--- src/pfc_defs.svh ---
// Register offsets, field positions and timing counts for the flash bus controller
// What this block does
// - Read: select and gate low, strobe high.
// - Write: strobe and select low, gate high.
// - Idle clear, then wait before reading.
`ifndef PFC_DEFS_SVH
`define PFC_DEFS_SVH
`define PFC_CLK_NS 10
`define PFC_REG_CTRL 4'h0
`define PFC_REG_ADDR 4'h1
`define PFC_REG_WDATA 4'h2
`define PFC_REG_RDATA 4'h3
`define PFC_REG_STATUS 4'h4
`define PFC_REG_SECTOR 4'h5
`define PFC_CTRL_WORD 0
`define PFC_CTRL_CLEAR 1
`define PFC_CMD_READ 8'h01
`define PFC_CMD_WRITE 8'h02
`define PFC_CMD_CLEAR 8'h03
`define PFC_ACCESS_NS 90
`define PFC_SETUP_NS 60
`define PFC_CLRPULSE_NS 500
`define PFC_CLR2READ_NS 50
`define PFC_ACCESS_CYC ((`PFC_ACCESS_NS + `PFC_CLK_NS - 1) / `PFC_CLK_NS)
`define PFC_SETUP_CYC ((`PFC_SETUP_NS + `PFC_CLK_NS - 1) / `PFC_CLK_NS)
`define PFC_CLRPULSE_CYC ((`PFC_CLRPULSE_NS + `PFC_CLK_NS - 1) / `PFC_CLK_NS)
`define PFC_CLR2READ_CYC ((`PFC_CLR2READ_NS + `PFC_CLK_NS - 1) / `PFC_CLK_NS)
`endif

--- src/pfc_pkg.sv ---
// Types for the flash bus controller
package pfc_pkg;
    typedef enum logic [2:0] {
        PFC_IDLE, PFC_RD, PFC_WR_SETUP, PFC_WR_HOLD, PFC_CLR, PFC_CLR_WAIT
    } pfc_state_t;
    typedef enum logic {PFC_BOOT_TOP, PFC_BOOT_BOTTOM} pfc_boot_t;
endpackage
--- src/pfc_ctrl.sv ---
// Host controller driving an asynchronous parallel flash through its pins
//
// Design decisions made here: strobed register access and the placing of the registers.
`timescale 1ns/1ps
`include "pfc_defs.svh"
module pfc_ctrl import pfc_pkg::*; #(
    parameter pfc_boot_t BOOT = PFC_BOOT_TOP,
    parameter int ACCESS_CYC = `PFC_ACCESS_CYC,
    parameter int SETUP_CYC = `PFC_SETUP_CYC,
    parameter int CLRPULSE_CYC = `PFC_CLRPULSE_CYC,
    parameter int CLR2READ_CYC = `PFC_CLR2READ_CYC
) (
    // Clock and reset
    input wire logic CLK_I,
    input wire logic RST_I,
    // Register port
    input wire logic [3:0] ADDR_I,
    input wire logic [31:0] WDATA_I,
    input wire logic WR_I,
    input wire logic RD_I,
    output logic [31:0] RDATA_O,
    // Flash pins
    output logic [18:0] FL_ADDR_O,
    input wire logic [15:0] FL_DQ_I,
    output logic [15:0] FL_DQ_O,
    output logic [15:0] FL_DQ_OE_O,
    output logic FL_SEL_N_O,
    output logic FL_GATE_N_O,
    output logic FL_STROBE_N_O,
    output logic FL_CLEAR_N_O,
    output logic FL_WORD_O,
    input wire logic FL_READY_BUSY_I
);
    localparam int CW = 8;
    pfc_state_t state_ff, nxt_state;
    logic [CW-1:0] cnt_ff, nxt_cnt;
    logic [19:0] addr_ff, nxt_addr;
    logic [15:0] wdata_ff, nxt_wdata;
    logic [15:0] rdata_ff, nxt_rdata;
    logic word_ff, nxt_word;
    logic busy_ff, nxt_busy;
    logic cleared_ff, nxt_cleared;
    logic [31:0] rdout_ff, nxt_rdout;
    logic [2:0] rb_sync_ff, nxt_rb_sync;
    logic rb_ff, nxt_rb;
    logic [4:0] sector;

    // Ready flag: three stages, accept change when last two agree
    always_comb begin
        nxt_rb_sync = {rb_sync_ff[1:0], FL_READY_BUSY_I};
        nxt_rb = rb_ff;
        // A lone sample on the middle stage may still be settling
        if (rb_sync_ff[2] == rb_sync_ff[1]) begin
            nxt_rb = rb_sync_ff[2];
        end
    end

    always_ff @(posedge CLK_I) begin
        if (RST_I) begin
            rb_sync_ff <= 3'h7;
            rb_ff <= 1'b1;
        end else begin
            rb_sync_ff <= nxt_rb_sync;
            rb_ff <= nxt_rb;
        end
    end

    // Sector from the high address bits of the byte address
    always_comb begin
        sector = {1'b0, addr_ff[19:16]};
        if (BOOT == PFC_BOOT_TOP) begin
            if (addr_ff[19:16] == 4'hf) begin
                if (!addr_ff[15]) begin
                    sector = 5'd15;
                end else if (addr_ff[14:13] == 2'h0) begin
                    sector = 5'd16;
                end else if (addr_ff[14:13] == 2'h1) begin
                    sector = 5'd17;
                end else begin
                    sector = 5'd18;
                end
            end
        end else begin
            sector = {1'b0, addr_ff[19:16]} + 5'd3;
            if (addr_ff[19:16] == 4'h0) begin
                if (!addr_ff[15]) begin
                    sector = addr_ff[14] ? (addr_ff[13] ? 5'd2 : 5'd1) : 5'd0;
                end else begin
                    sector = 5'd3;
                end
            end
        end
    end

    always_comb begin
        nxt_state = state_ff;
        nxt_cnt = cnt_ff;
        nxt_addr = addr_ff;
        nxt_wdata = wdata_ff;
        nxt_rdata = rdata_ff;
        nxt_word = word_ff;
        nxt_busy = busy_ff;
        nxt_cleared = cleared_ff;
        nxt_rdout = 32'h0;
        if (WR_I) begin
            case (ADDR_I)
                `PFC_REG_CTRL: begin
                    // Width must not change under a running transfer
                    if (!busy_ff) begin
                        nxt_word = WDATA_I[`PFC_CTRL_WORD];
                    end
                end
                `PFC_REG_ADDR: nxt_addr = WDATA_I[19:0];
                `PFC_REG_WDATA: nxt_wdata = WDATA_I[15:0];
                default: ;
            endcase
        end
        if (RD_I) begin
            case (ADDR_I)
                `PFC_REG_CTRL: nxt_rdout = {31'h0, word_ff};
                `PFC_REG_ADDR: nxt_rdout = {12'h0, addr_ff};
                `PFC_REG_WDATA: nxt_rdout = {16'h0, wdata_ff};
                `PFC_REG_RDATA: nxt_rdout = {16'h0, rdata_ff};
                `PFC_REG_STATUS: nxt_rdout = {29'h0, cleared_ff, rb_ff, busy_ff};
                `PFC_REG_SECTOR: nxt_rdout = {27'h0, sector};
                default: nxt_rdout = 32'h0;
            endcase
        end
        case (state_ff)
            PFC_IDLE: begin
                if (WR_I && ADDR_I == `PFC_REG_CTRL && !busy_ff) begin
                    nxt_busy = 1'b1;
                    nxt_cnt = '0;
                    if (WDATA_I[15:8] == `PFC_CMD_READ) begin
                        nxt_state = PFC_RD;
                    end else if (WDATA_I[15:8] == `PFC_CMD_WRITE) begin
                        nxt_state = PFC_WR_SETUP;
                    end else if (WDATA_I[15:8] == `PFC_CMD_CLEAR) begin
                        nxt_state = PFC_CLR;
                        nxt_cleared = 1'b0;
                    end else begin
                        nxt_busy = 1'b0;
                    end
                end
            end
            PFC_RD: begin
                // Access from select low also covers leaving standby
                nxt_cnt = cnt_ff + 1'b1;
                if (cnt_ff == CW'(ACCESS_CYC)) begin
                    nxt_rdata = word_ff ? FL_DQ_I : {8'h0, FL_DQ_I[7:0]};
                    nxt_state = PFC_IDLE;
                    nxt_busy = 1'b0;
                end
            end
            PFC_WR_SETUP: begin
                nxt_cnt = cnt_ff + 1'b1;
                if (cnt_ff == CW'(SETUP_CYC - 1)) begin
                    nxt_cnt = '0;
                    nxt_state = PFC_WR_HOLD;
                end
            end
            PFC_WR_HOLD: begin
                nxt_state = PFC_IDLE;
                nxt_busy = 1'b0;
            end
            PFC_CLR: begin
                nxt_cnt = cnt_ff + 1'b1;
                if (cnt_ff == CW'(CLRPULSE_CYC - 1)) begin
                    nxt_cnt = '0;
                    nxt_state = PFC_CLR_WAIT;
                end
            end
            PFC_CLR_WAIT: begin
                // Hold off until ready returns and read delay passed
                if (!rb_ff) begin
                    nxt_cnt = '0;
                end else begin
                    nxt_cnt = cnt_ff + 1'b1;
                end
                if (rb_ff && cnt_ff == CW'(CLR2READ_CYC - 1)) begin
                    nxt_state = PFC_IDLE;
                    nxt_busy = 1'b0;
                    nxt_cleared = 1'b1;
                end
            end
            default: nxt_state = PFC_IDLE;
        endcase
    end

    always_ff @(posedge CLK_I) begin
        if (RST_I) begin
            state_ff <= PFC_IDLE;
            cnt_ff <= '0;
            addr_ff <= 20'h0;
            wdata_ff <= 16'h0;
            rdata_ff <= 16'h0;
            word_ff <= 1'b1;
            busy_ff <= 1'b0;
            cleared_ff <= 1'b0;
            rdout_ff <= 32'h0;
        end else begin
            state_ff <= nxt_state;
            cnt_ff <= nxt_cnt;
            addr_ff <= nxt_addr;
            wdata_ff <= nxt_wdata;
            rdata_ff <= nxt_rdata;
            word_ff <= nxt_word;
            busy_ff <= nxt_busy;
            cleared_ff <= nxt_cleared;
            rdout_ff <= nxt_rdout;
        end
    end

    // Pin drive; select released when idle gives standby
    logic drv;
    assign drv = (state_ff == PFC_WR_SETUP) || (state_ff == PFC_WR_HOLD);
    assign RDATA_O = rdout_ff;
    assign FL_SEL_N_O = !(state_ff == PFC_RD || state_ff == PFC_WR_SETUP);
    assign FL_GATE_N_O = (state_ff != PFC_RD);
    assign FL_STROBE_N_O = (state_ff != PFC_WR_SETUP);
    assign FL_CLEAR_N_O = (state_ff != PFC_CLR);
    assign FL_WORD_O = word_ff;
    assign FL_ADDR_O = word_ff ? addr_ff[19:1] : addr_ff[19:1];
    assign FL_DQ_O = word_ff ? wdata_ff : {addr_ff[0], 7'h0, wdata_ff[7:0]};
    assign FL_DQ_OE_O = word_ff ? {16{drv}} : {state_ff != PFC_CLR, 7'h0, {8{drv}}};

    property p_read_gate;
        @(posedge CLK_I) disable iff (RST_I)
        !FL_GATE_N_O |-> (!FL_SEL_N_O && FL_STROBE_N_O && FL_DQ_OE_O[7:0] == 8'h0);
    endproperty
    a_read_gate: assert property (p_read_gate) else $error("read pins wrong");
    property p_write_pins;
        @(posedge CLK_I) disable iff (RST_I)
        !FL_STROBE_N_O |-> (!FL_SEL_N_O && FL_GATE_N_O);
    endproperty
    a_write_pins: assert property (p_write_pins) else $error("write pins wrong");
    property p_clr_len;
        @(posedge CLK_I) disable iff (RST_I)
        $fell(FL_CLEAR_N_O) |-> !FL_CLEAR_N_O [*8];
    endproperty
    a_clr_len: assert property (p_clr_len) else $error("clear pulse too short");
    property p_clr_idle;
        @(posedge CLK_I) disable iff (RST_I)
        !FL_CLEAR_N_O |-> FL_SEL_N_O && FL_STROBE_N_O;
    endproperty
    a_clr_idle: assert property (p_clr_idle) else $error("access during clear");

    // Low-time counts of clear, gate and strobe, for the length checks
    logic [CW-1:0] clr_len_ff, nxt_clr_len;
    logic [CW-1:0] rd_len_ff, nxt_rd_len;
    logic [CW-1:0] wr_len_ff, nxt_wr_len;
    always_comb begin
        nxt_clr_len = '0;
        nxt_rd_len = '0;
        nxt_wr_len = '0;
        // Saturate so a long pulse never wraps below the minimum
        if (!FL_CLEAR_N_O) begin
            nxt_clr_len = (clr_len_ff == '1) ? clr_len_ff : clr_len_ff + 1'b1;
        end
        if (!FL_GATE_N_O) begin
            nxt_rd_len = (rd_len_ff == '1) ? rd_len_ff : rd_len_ff + 1'b1;
        end
        if (!FL_STROBE_N_O) begin
            nxt_wr_len = (wr_len_ff == '1) ? wr_len_ff : wr_len_ff + 1'b1;
        end
    end

    always_ff @(posedge CLK_I) begin
        if (RST_I) begin
            clr_len_ff <= '0;
            rd_len_ff <= '0;
            wr_len_ff <= '0;
        end else begin
            clr_len_ff <= nxt_clr_len;
            rd_len_ff <= nxt_rd_len;
            wr_len_ff <= nxt_wr_len;
        end
    end

    property p_clr_min;
        @(posedge CLK_I) disable iff (RST_I)
        $rose(FL_CLEAR_N_O) |-> clr_len_ff >= CW'(CLRPULSE_CYC);
    endproperty
    a_clr_min: assert property (p_clr_min) else $error("clear pulse under minimum");
    property p_read_access;
        @(posedge CLK_I) disable iff (RST_I)
        $rose(FL_GATE_N_O) |-> rd_len_ff >= CW'(ACCESS_CYC);
    endproperty
    a_read_access: assert property (p_read_access) else $error("read too early");
    property p_write_setup;
        @(posedge CLK_I) disable iff (RST_I)
        $rose(FL_STROBE_N_O) |-> wr_len_ff >= CW'(SETUP_CYC);
    endproperty
    a_write_setup: assert property (p_write_setup) else $error("strobe too short");
    property p_write_hold;
        @(posedge CLK_I) disable iff (RST_I)
        $rose(FL_STROBE_N_O) |-> FL_DQ_OE_O[7:0] == 8'hff;
    endproperty
    a_write_hold: assert property (p_write_hold) else $error("data released early");
    property p_wait_ready;
        @(posedge CLK_I) disable iff (RST_I)
        (state_ff == PFC_CLR_WAIT && !rb_ff) |=> state_ff == PFC_CLR_WAIT;
    endproperty
    a_wait_ready: assert property (p_wait_ready) else $error("left clear while busy");
    property p_byte_lanes;
        @(posedge CLK_I) disable iff (RST_I)
        !FL_WORD_O |-> FL_DQ_OE_O[14:8] == 7'h0;
    endproperty
    a_byte_lanes: assert property (p_byte_lanes) else $error("byte lanes driven");
    property p_read_float;
        @(posedge CLK_I) disable iff (RST_I)
        (!FL_GATE_N_O && FL_WORD_O) |-> FL_DQ_OE_O == 16'h0;
    endproperty
    a_read_float: assert property (p_read_float) else $error("word read driven");
endmodule // pfc_ctrl

--- config.mk ---
export PLATFORM = sky130hd
export DESIGN_NAME = pfc_ctrl
export DESIGN_NICKNAME = d
export VERILOG_FILES = /design/src/pfc_pkg.sv /design/src/pfc_ctrl.sv
export VERILOG_INCLUDE_DIRS = /design/src
export SDC_FILE = /design/constraint.sdc
export NUM_CORES = 1
export LEC_CHECK = 0
export BUFFER_PORTS_ARGS = -buffer_cell sky130_fd_sc_hd__buf_4
export CAP_MARGIN = 20
export CORE_UTILIZATION = 45
export CTS_BUF_LIST = sky130_fd_sc_hd__clkbuf_4 sky130_fd_sc_hd__clkbuf_8 sky130_fd_sc_hd__clkbuf_16
export DETAILED_ROUTE_END_ITERATION = 6
export PLACE_DENSITY = 0.75
export SYNTH_ARGS = -nofsm -noshare
export SYNTH_HDL_FRONTEND = slang
export SYNTH_SLANG_ARGS = --single-unit
export TNS_END_PERCENT = 5
--- constraint.sdc ---
create_clock -name CLK_I -period 2.7 [get_ports CLK_I]
set_input_delay 0.135 -clock CLK_I [delete_from_list [all_inputs] [get_ports CLK_I]]
set_output_delay 0.135 -clock CLK_I [all_outputs]
set_load 0.01 [all_outputs]
== Word-level counts from Yosys, hierarchy flattened ==
Cells that the tools add are included.
Storage, ports and cells
  input bits: 57
  output and inout port bits: 88
  flip-flop bits (word level): 102
  word-level logic and storage cells: 103
Cells by class
  reductions and logical operators: 22
  add/subtract/negate cells: 1
  multiplexer cells: 35
  bitwise logic cells: 2
  equality and inequality tests: 32
Operators by type and width (count)
  case mux 20 bit (6 select lines): 1
  2-to-1 mux 16 bit: 3
  case mux 8 bit (5 select lines): 1
  2-to-1 mux 8 bit: 4
  2-to-1 mux 3 bit: 8
  == test 8 x 2 -> 1 bit, second input constant: 2
  == test 8 x 3 -> 1 bit, second input constant: 2
  inequality test 2 bit, second input constant: 8
  case mux 3 bit (5 select lines): 1
  AND reduction 6 bit: 2
  2-to-1 mux 1 bit: 11
  2-to-1 mux 5 bit: 2
  adder 8 x 1 -> 8 bit, second input constant: 1
  == test 4 x 2 -> 1 bit, second input constant: 2
  == test 4 x 3 -> 1 bit, second input constant: 2
  == test 8 x 1 -> 1 bit, second input constant: 1
  == test 8 x 4 -> 1 bit, second input constant: 1
  == test 8 x 6 -> 1 bit, second input constant: 1
  AND reduction 2 bit: 4
  == test 3 x 2 -> 1 bit, second input constant: 2
  == test 3 bit, second input constant: 2
  nonzero test 5 bit: 1
  == test 4 x 1 -> 1 bit, second input constant: 1
  == test 4 bit, second input constant: 1
  other kinds (22): 28

== Depth between registers and ports, before layout ==
  depth after elaboration: 6
  depth in mapped cells: 9
  mapped depth without buffers: 7

== Worst setup path before layout ==
OpenSTA, ideal clock, no wires.
  path type: register -> register
  start point: register cnt_ff[0]
  end point: register state_ff[0]
  setup time: 0.121 ns
  path buffers: 0
  cell stages (with the launch flop): 7
  slack: 0.596 ns
  clock period less this slack: 2.104 ns
  data required time: 2.579 ns
  data arrival time: 1.983 ns
  cell sequence: dfxtp_1 > ha_1 > or4b_4 > o31ai_4 > and2_1 > and3_4 > mux2_4
On the way
  longest elaborated chain between the ends: 4
  elaborated cells on any way between the ends: 10
  classes of those cells: eq/ne (8); reduce/logical (2)
Ends and longest elaborated chain
  start, declared: RTL line pfc_ctrl.sv:36  | logic [CW-1:0] cnt_ff, nxt_cnt;
  start signal, assigned: RTL line pfc_ctrl.sv:203  | cnt_ff <= nxt_cnt;
  == test 8 x 3 -> 1 bit: RTL line pfc_ctrl.sv:180  | if (rb_ff && cnt_ff == CW'(CLR2READ_CYC - 1)) begin
  logical AND 1 bit: RTL line pfc_ctrl.sv:180
  inequality test 2 bit (no source line)
  AND reduction 6 bit (no source line) (*)
  end signal, assigned: RTL line pfc_ctrl.sv:202  | state_ff <= nxt_state;
  end, declared: RTL line pfc_ctrl.sv:35  | pfc_state_t state_ff, nxt_state;
Every way passes the cells marked *; elsewhere a longest branch is shown, timed or not.
A chain may end at the register's enable or synchronous reset.

== Worst setup path after layout ==
Same ends and word-level chain as after synthesis.

==> summary.md <==
| Metric | Value |
|---|---|
| Status | `finished clean` |
| Via count | `3920` |
| RSZ-0062 raised after global routing | `no` |
| Rel. slew slack | `47.9%` |
| Post-CTS setup buffer count | `0` |
| Synth Flop Type | `dfxtp_1` |
| Data required, critical path | `2.95 ns` |
| Max Used Layer | `met4` |
| Die area | `10200 um^2` |
| Final min period | `2.29 ns` |
| Initial drt markers | `205` |
| CP Capture Type | `flop` |
| Tot Pwr | `2390 uW` |
| Area Overhead vs Synth | `18.8%` |
| Synth unique cells | `58` |
| Htree depth | `3` |
| Placed Area | `5020 um^2` |
| CP Max Fanout | `6` |
| All-layer global routing usage | `22.4%` |
| Largest family of logic cells by synthesized area | `simple AND/OR/NAND/NOR gates` |
| Min Hold Slack | `0.0129 ns` |
| Min-Delay Path Class | `in -> reg` |
| Global-route wire length before repair | `17600 um` |
| Critical Path AT | `2.54 ns` |
| Post-route ant nets | `0` |
| Met3 Wirelength | `826 um` |
| Met2 wire len | `5500 um` |
| Vias per std cell | `5.33` |
| Worst-Skew Late Latency | `0.37 ns` |
| Post-Syn Area per Cell | `8.17 um^2` |
| HPWL Detailed | `8120 um` |
| Drt pass-1 iters | `5` |
| Peak Freq | `437 MHz` |
| Mux share of post-synthesis cell area | `4.19%` |
| Number of synthesized register bits | `90` |
| Setup CP Type | `reg -> reg` |
| # rows | `35` |
| Largest net degree at the start of global routing | `52` |
| Seq/Total Area, Yosys | `41.0%` |
| Synth Area in XOR/XNOR | `0.399%` |
| Antenna diode count | `0` |
| Clk slew on worst S/H paths | `0.10 ns` |
| Root buffer cell | `clkbuf_8` |
| Asr flop ratio synth | `0%` |
| Critical path startpoint category | `flop` |
| Vias in the first global route | `3550` |
| Drt wl/cell | `15.3 um` |
| Post-synthesis adder-cell area fraction | `1.08%` |
| Final count of hold timing violations | `0` |
| Nets@finish | `662` |
| Core area | `9330 um^2` |
| Layout cell share with drive strength beyond 1 | `28.0%` |
| Clk_skew | `0.0173 ns` |
| Initial antenna violation count | `0` |
| Slew @ Worst Pin | `0.779 ns` |
| Post-Synth Simple-Gate Area | `23.2%` |
| PwrDens | `458 nW/um^2` |
| Compound-cell area share of the yosys netlist | `17.5%` |
| Buffer depth of the longest clock path | `2` |
| Post-synth EDFFs | `0` |
| # setup viols final | `0` |
| Leak | `0.00212 uW` |
| Port Buf Inserts | `120` |
| M1 WL | `4660 um` |
| Final TNS setup | `0 ns` |
| Final Slew Violations | `0` |
| Die Ht | `101 um` |
| Worst vdd ir | `0.291 mV` |
| Syn Inst Count | `538` |
| DRC violations left | `0` |
| TritonCTS clock tree | `built` |
| Synth Warn # | `0` |
| Clock sink count | `90` |
| # IOs | `145` |
| Initial Util | `47.1%` |
| Max Cap Viol | `0` |
| DIE WIDTH | `101 um` |
| CTS buffer count | `9` |
| Final Instance Area | `5220 um^2` |
| Fin crit share | `84.7%` |
| Global route overflow | `0` |
| Fin util | `55.9%` |
| Final WL | `11200 um` |
| Cell Area, Synth | `4390 um^2` |
| RePlAce Congestion | `0.865` |
-- registers in the layout, summed over array words and instances (netlist names) --
register	count
addr_ff	20
rdata_ff	16
rb_ff	1
RDATA_O	20
cnt_ff	8
busy_ff	1
cleared_ff	1
rb_sync_ff	3
FL_WORD_O	1
state_ff	3
wdata_ff	16
-- area by class of cell --
type	instances	area (um^2)
fillers	850	4110
repair buffers	127	956
clock inverters	7	63.8
flip-flops and latches	90	1800
multi-input cells	366	2080
clock buffers	9	124
well taps	129	161
inverters	8	30.0
-- path summary, 6_finish.rpt --
kind                 start       endpoint  slack (ns)  cells after the start
max              cnt_ff[0]    state_ff[0]        0.41                      6
min             WDATA_I[1]     addr_ff[1]        0.01                      3
max reg2reg      cnt_ff[0]    state_ff[0]        0.41                      6
min reg2reg  rb_sync_ff[0]  rb_sync_ff[1]        0.42                      1
-- cell usage in the layout (no fill, tap or decap), drive strengths merged, types with 2 or more instances in the layout --
cell       n
clkinv     4
a21oi     64
ha         3
nand2b     6
a22o       5
nand3b     2
inv       10
a22oi     13
a21o       2
a311oi     4
o21bai     3
mux2      14
and3      12
o21ai      5
nor3       2
or2        5
and2       9
buf      126
nor4       2
a31oi      9
nor2b      7
dfxtp     90
and3b      2
a2111oi    2
a211o      2
nand2    108
nand3     22
nor2      30
xor2       2
conb      12
a31o       2
clkbuf     9
-- timing repair --
action,CTS,global route
resized for setup,0,0
hold endpoints to repair,1,0
hold buffers,1,0
-- per-layer routing --
metal | vias to the layer above | global-route usage, %
li1 | 1901 | -
met3 | 20 | 3.74
met1 | 1824 | 27.7
met2 | 175 | 38.3
met4 | 0 | 10.3
met5 | - | 0
-- logic make-up (layout without fill, tap and decap cells) --
| logic type | Yosys count | count (layout) |
|---|---|---|
| other | 1 | 12 |
| buffers and inverters | 93 | 151 |
| adder cells (fa/ha/maj) | 4 | 4 |
| multiplexers | 15 | 15 |
| AO/OA/AOI/OAI | 119 | 119 |
| XOR/XNOR | 2 | 2 |
| flip-flops | 90 | 90 |
| AND/OR/NAND/NOR | 214 | 214 |
-- critical path: stages, from the launching register on --
cell,delay [ns]
dfxtp_1,0.44
ha_1,0.26
or4b_4,0.49
o31ai_4,0.31
and2_1,0.20
and3_4,0.19
mux2_4,0.29
-- synth_stat cells, types with 3 or more instances --
master    count  area [um^2]
nand3_1      22          110
a311oi_1      3         26.3
buf_2         3         15.0
mux2_2       13          146
ha_1          3         37.5
or2_2         4         25.0
inv_1         8         30.0
o21bai_1      3         22.5
a31oi_1       8         50.1
nand2_1     108          405
nor2b_1       7         43.8
a22o_1        5         43.8
and3_1       11         68.8
buf_4        53          398
and2_1        9         56.3
dfxtp_1      90         1800
clkbuf_1     27          101
nor2_1       30          113
nand2b_1      6         37.5
o21ai_0       4         20.0
a21oi_1      64          320
a22oi_1      13         97.6
-- power breakdown --
group | internal, uW | leakage [uW] | total, uW | switching [uW]
registers | 1340 | 0.000726 | 1340 | 9.16
logic | 76.8 | 0.00130 | 173 | 96.5
clock network | 350 | 0.0000930 | 869 | 519
total | 1760 | 0.00212 | 2390 | 625
-- per-stage QoR --
stage | worst slack (ns) | cells
2_1_floorplan | 0.596 | 549
5_1_grt | 0.318 | 736
4_1_cts | 0.438 | 736
6_report | 0.414 | 736
3_5_place_dp | 0.453 | 719
3_3_place_gp | 0.523 | 719
Power figures use the tool's default switching activity.
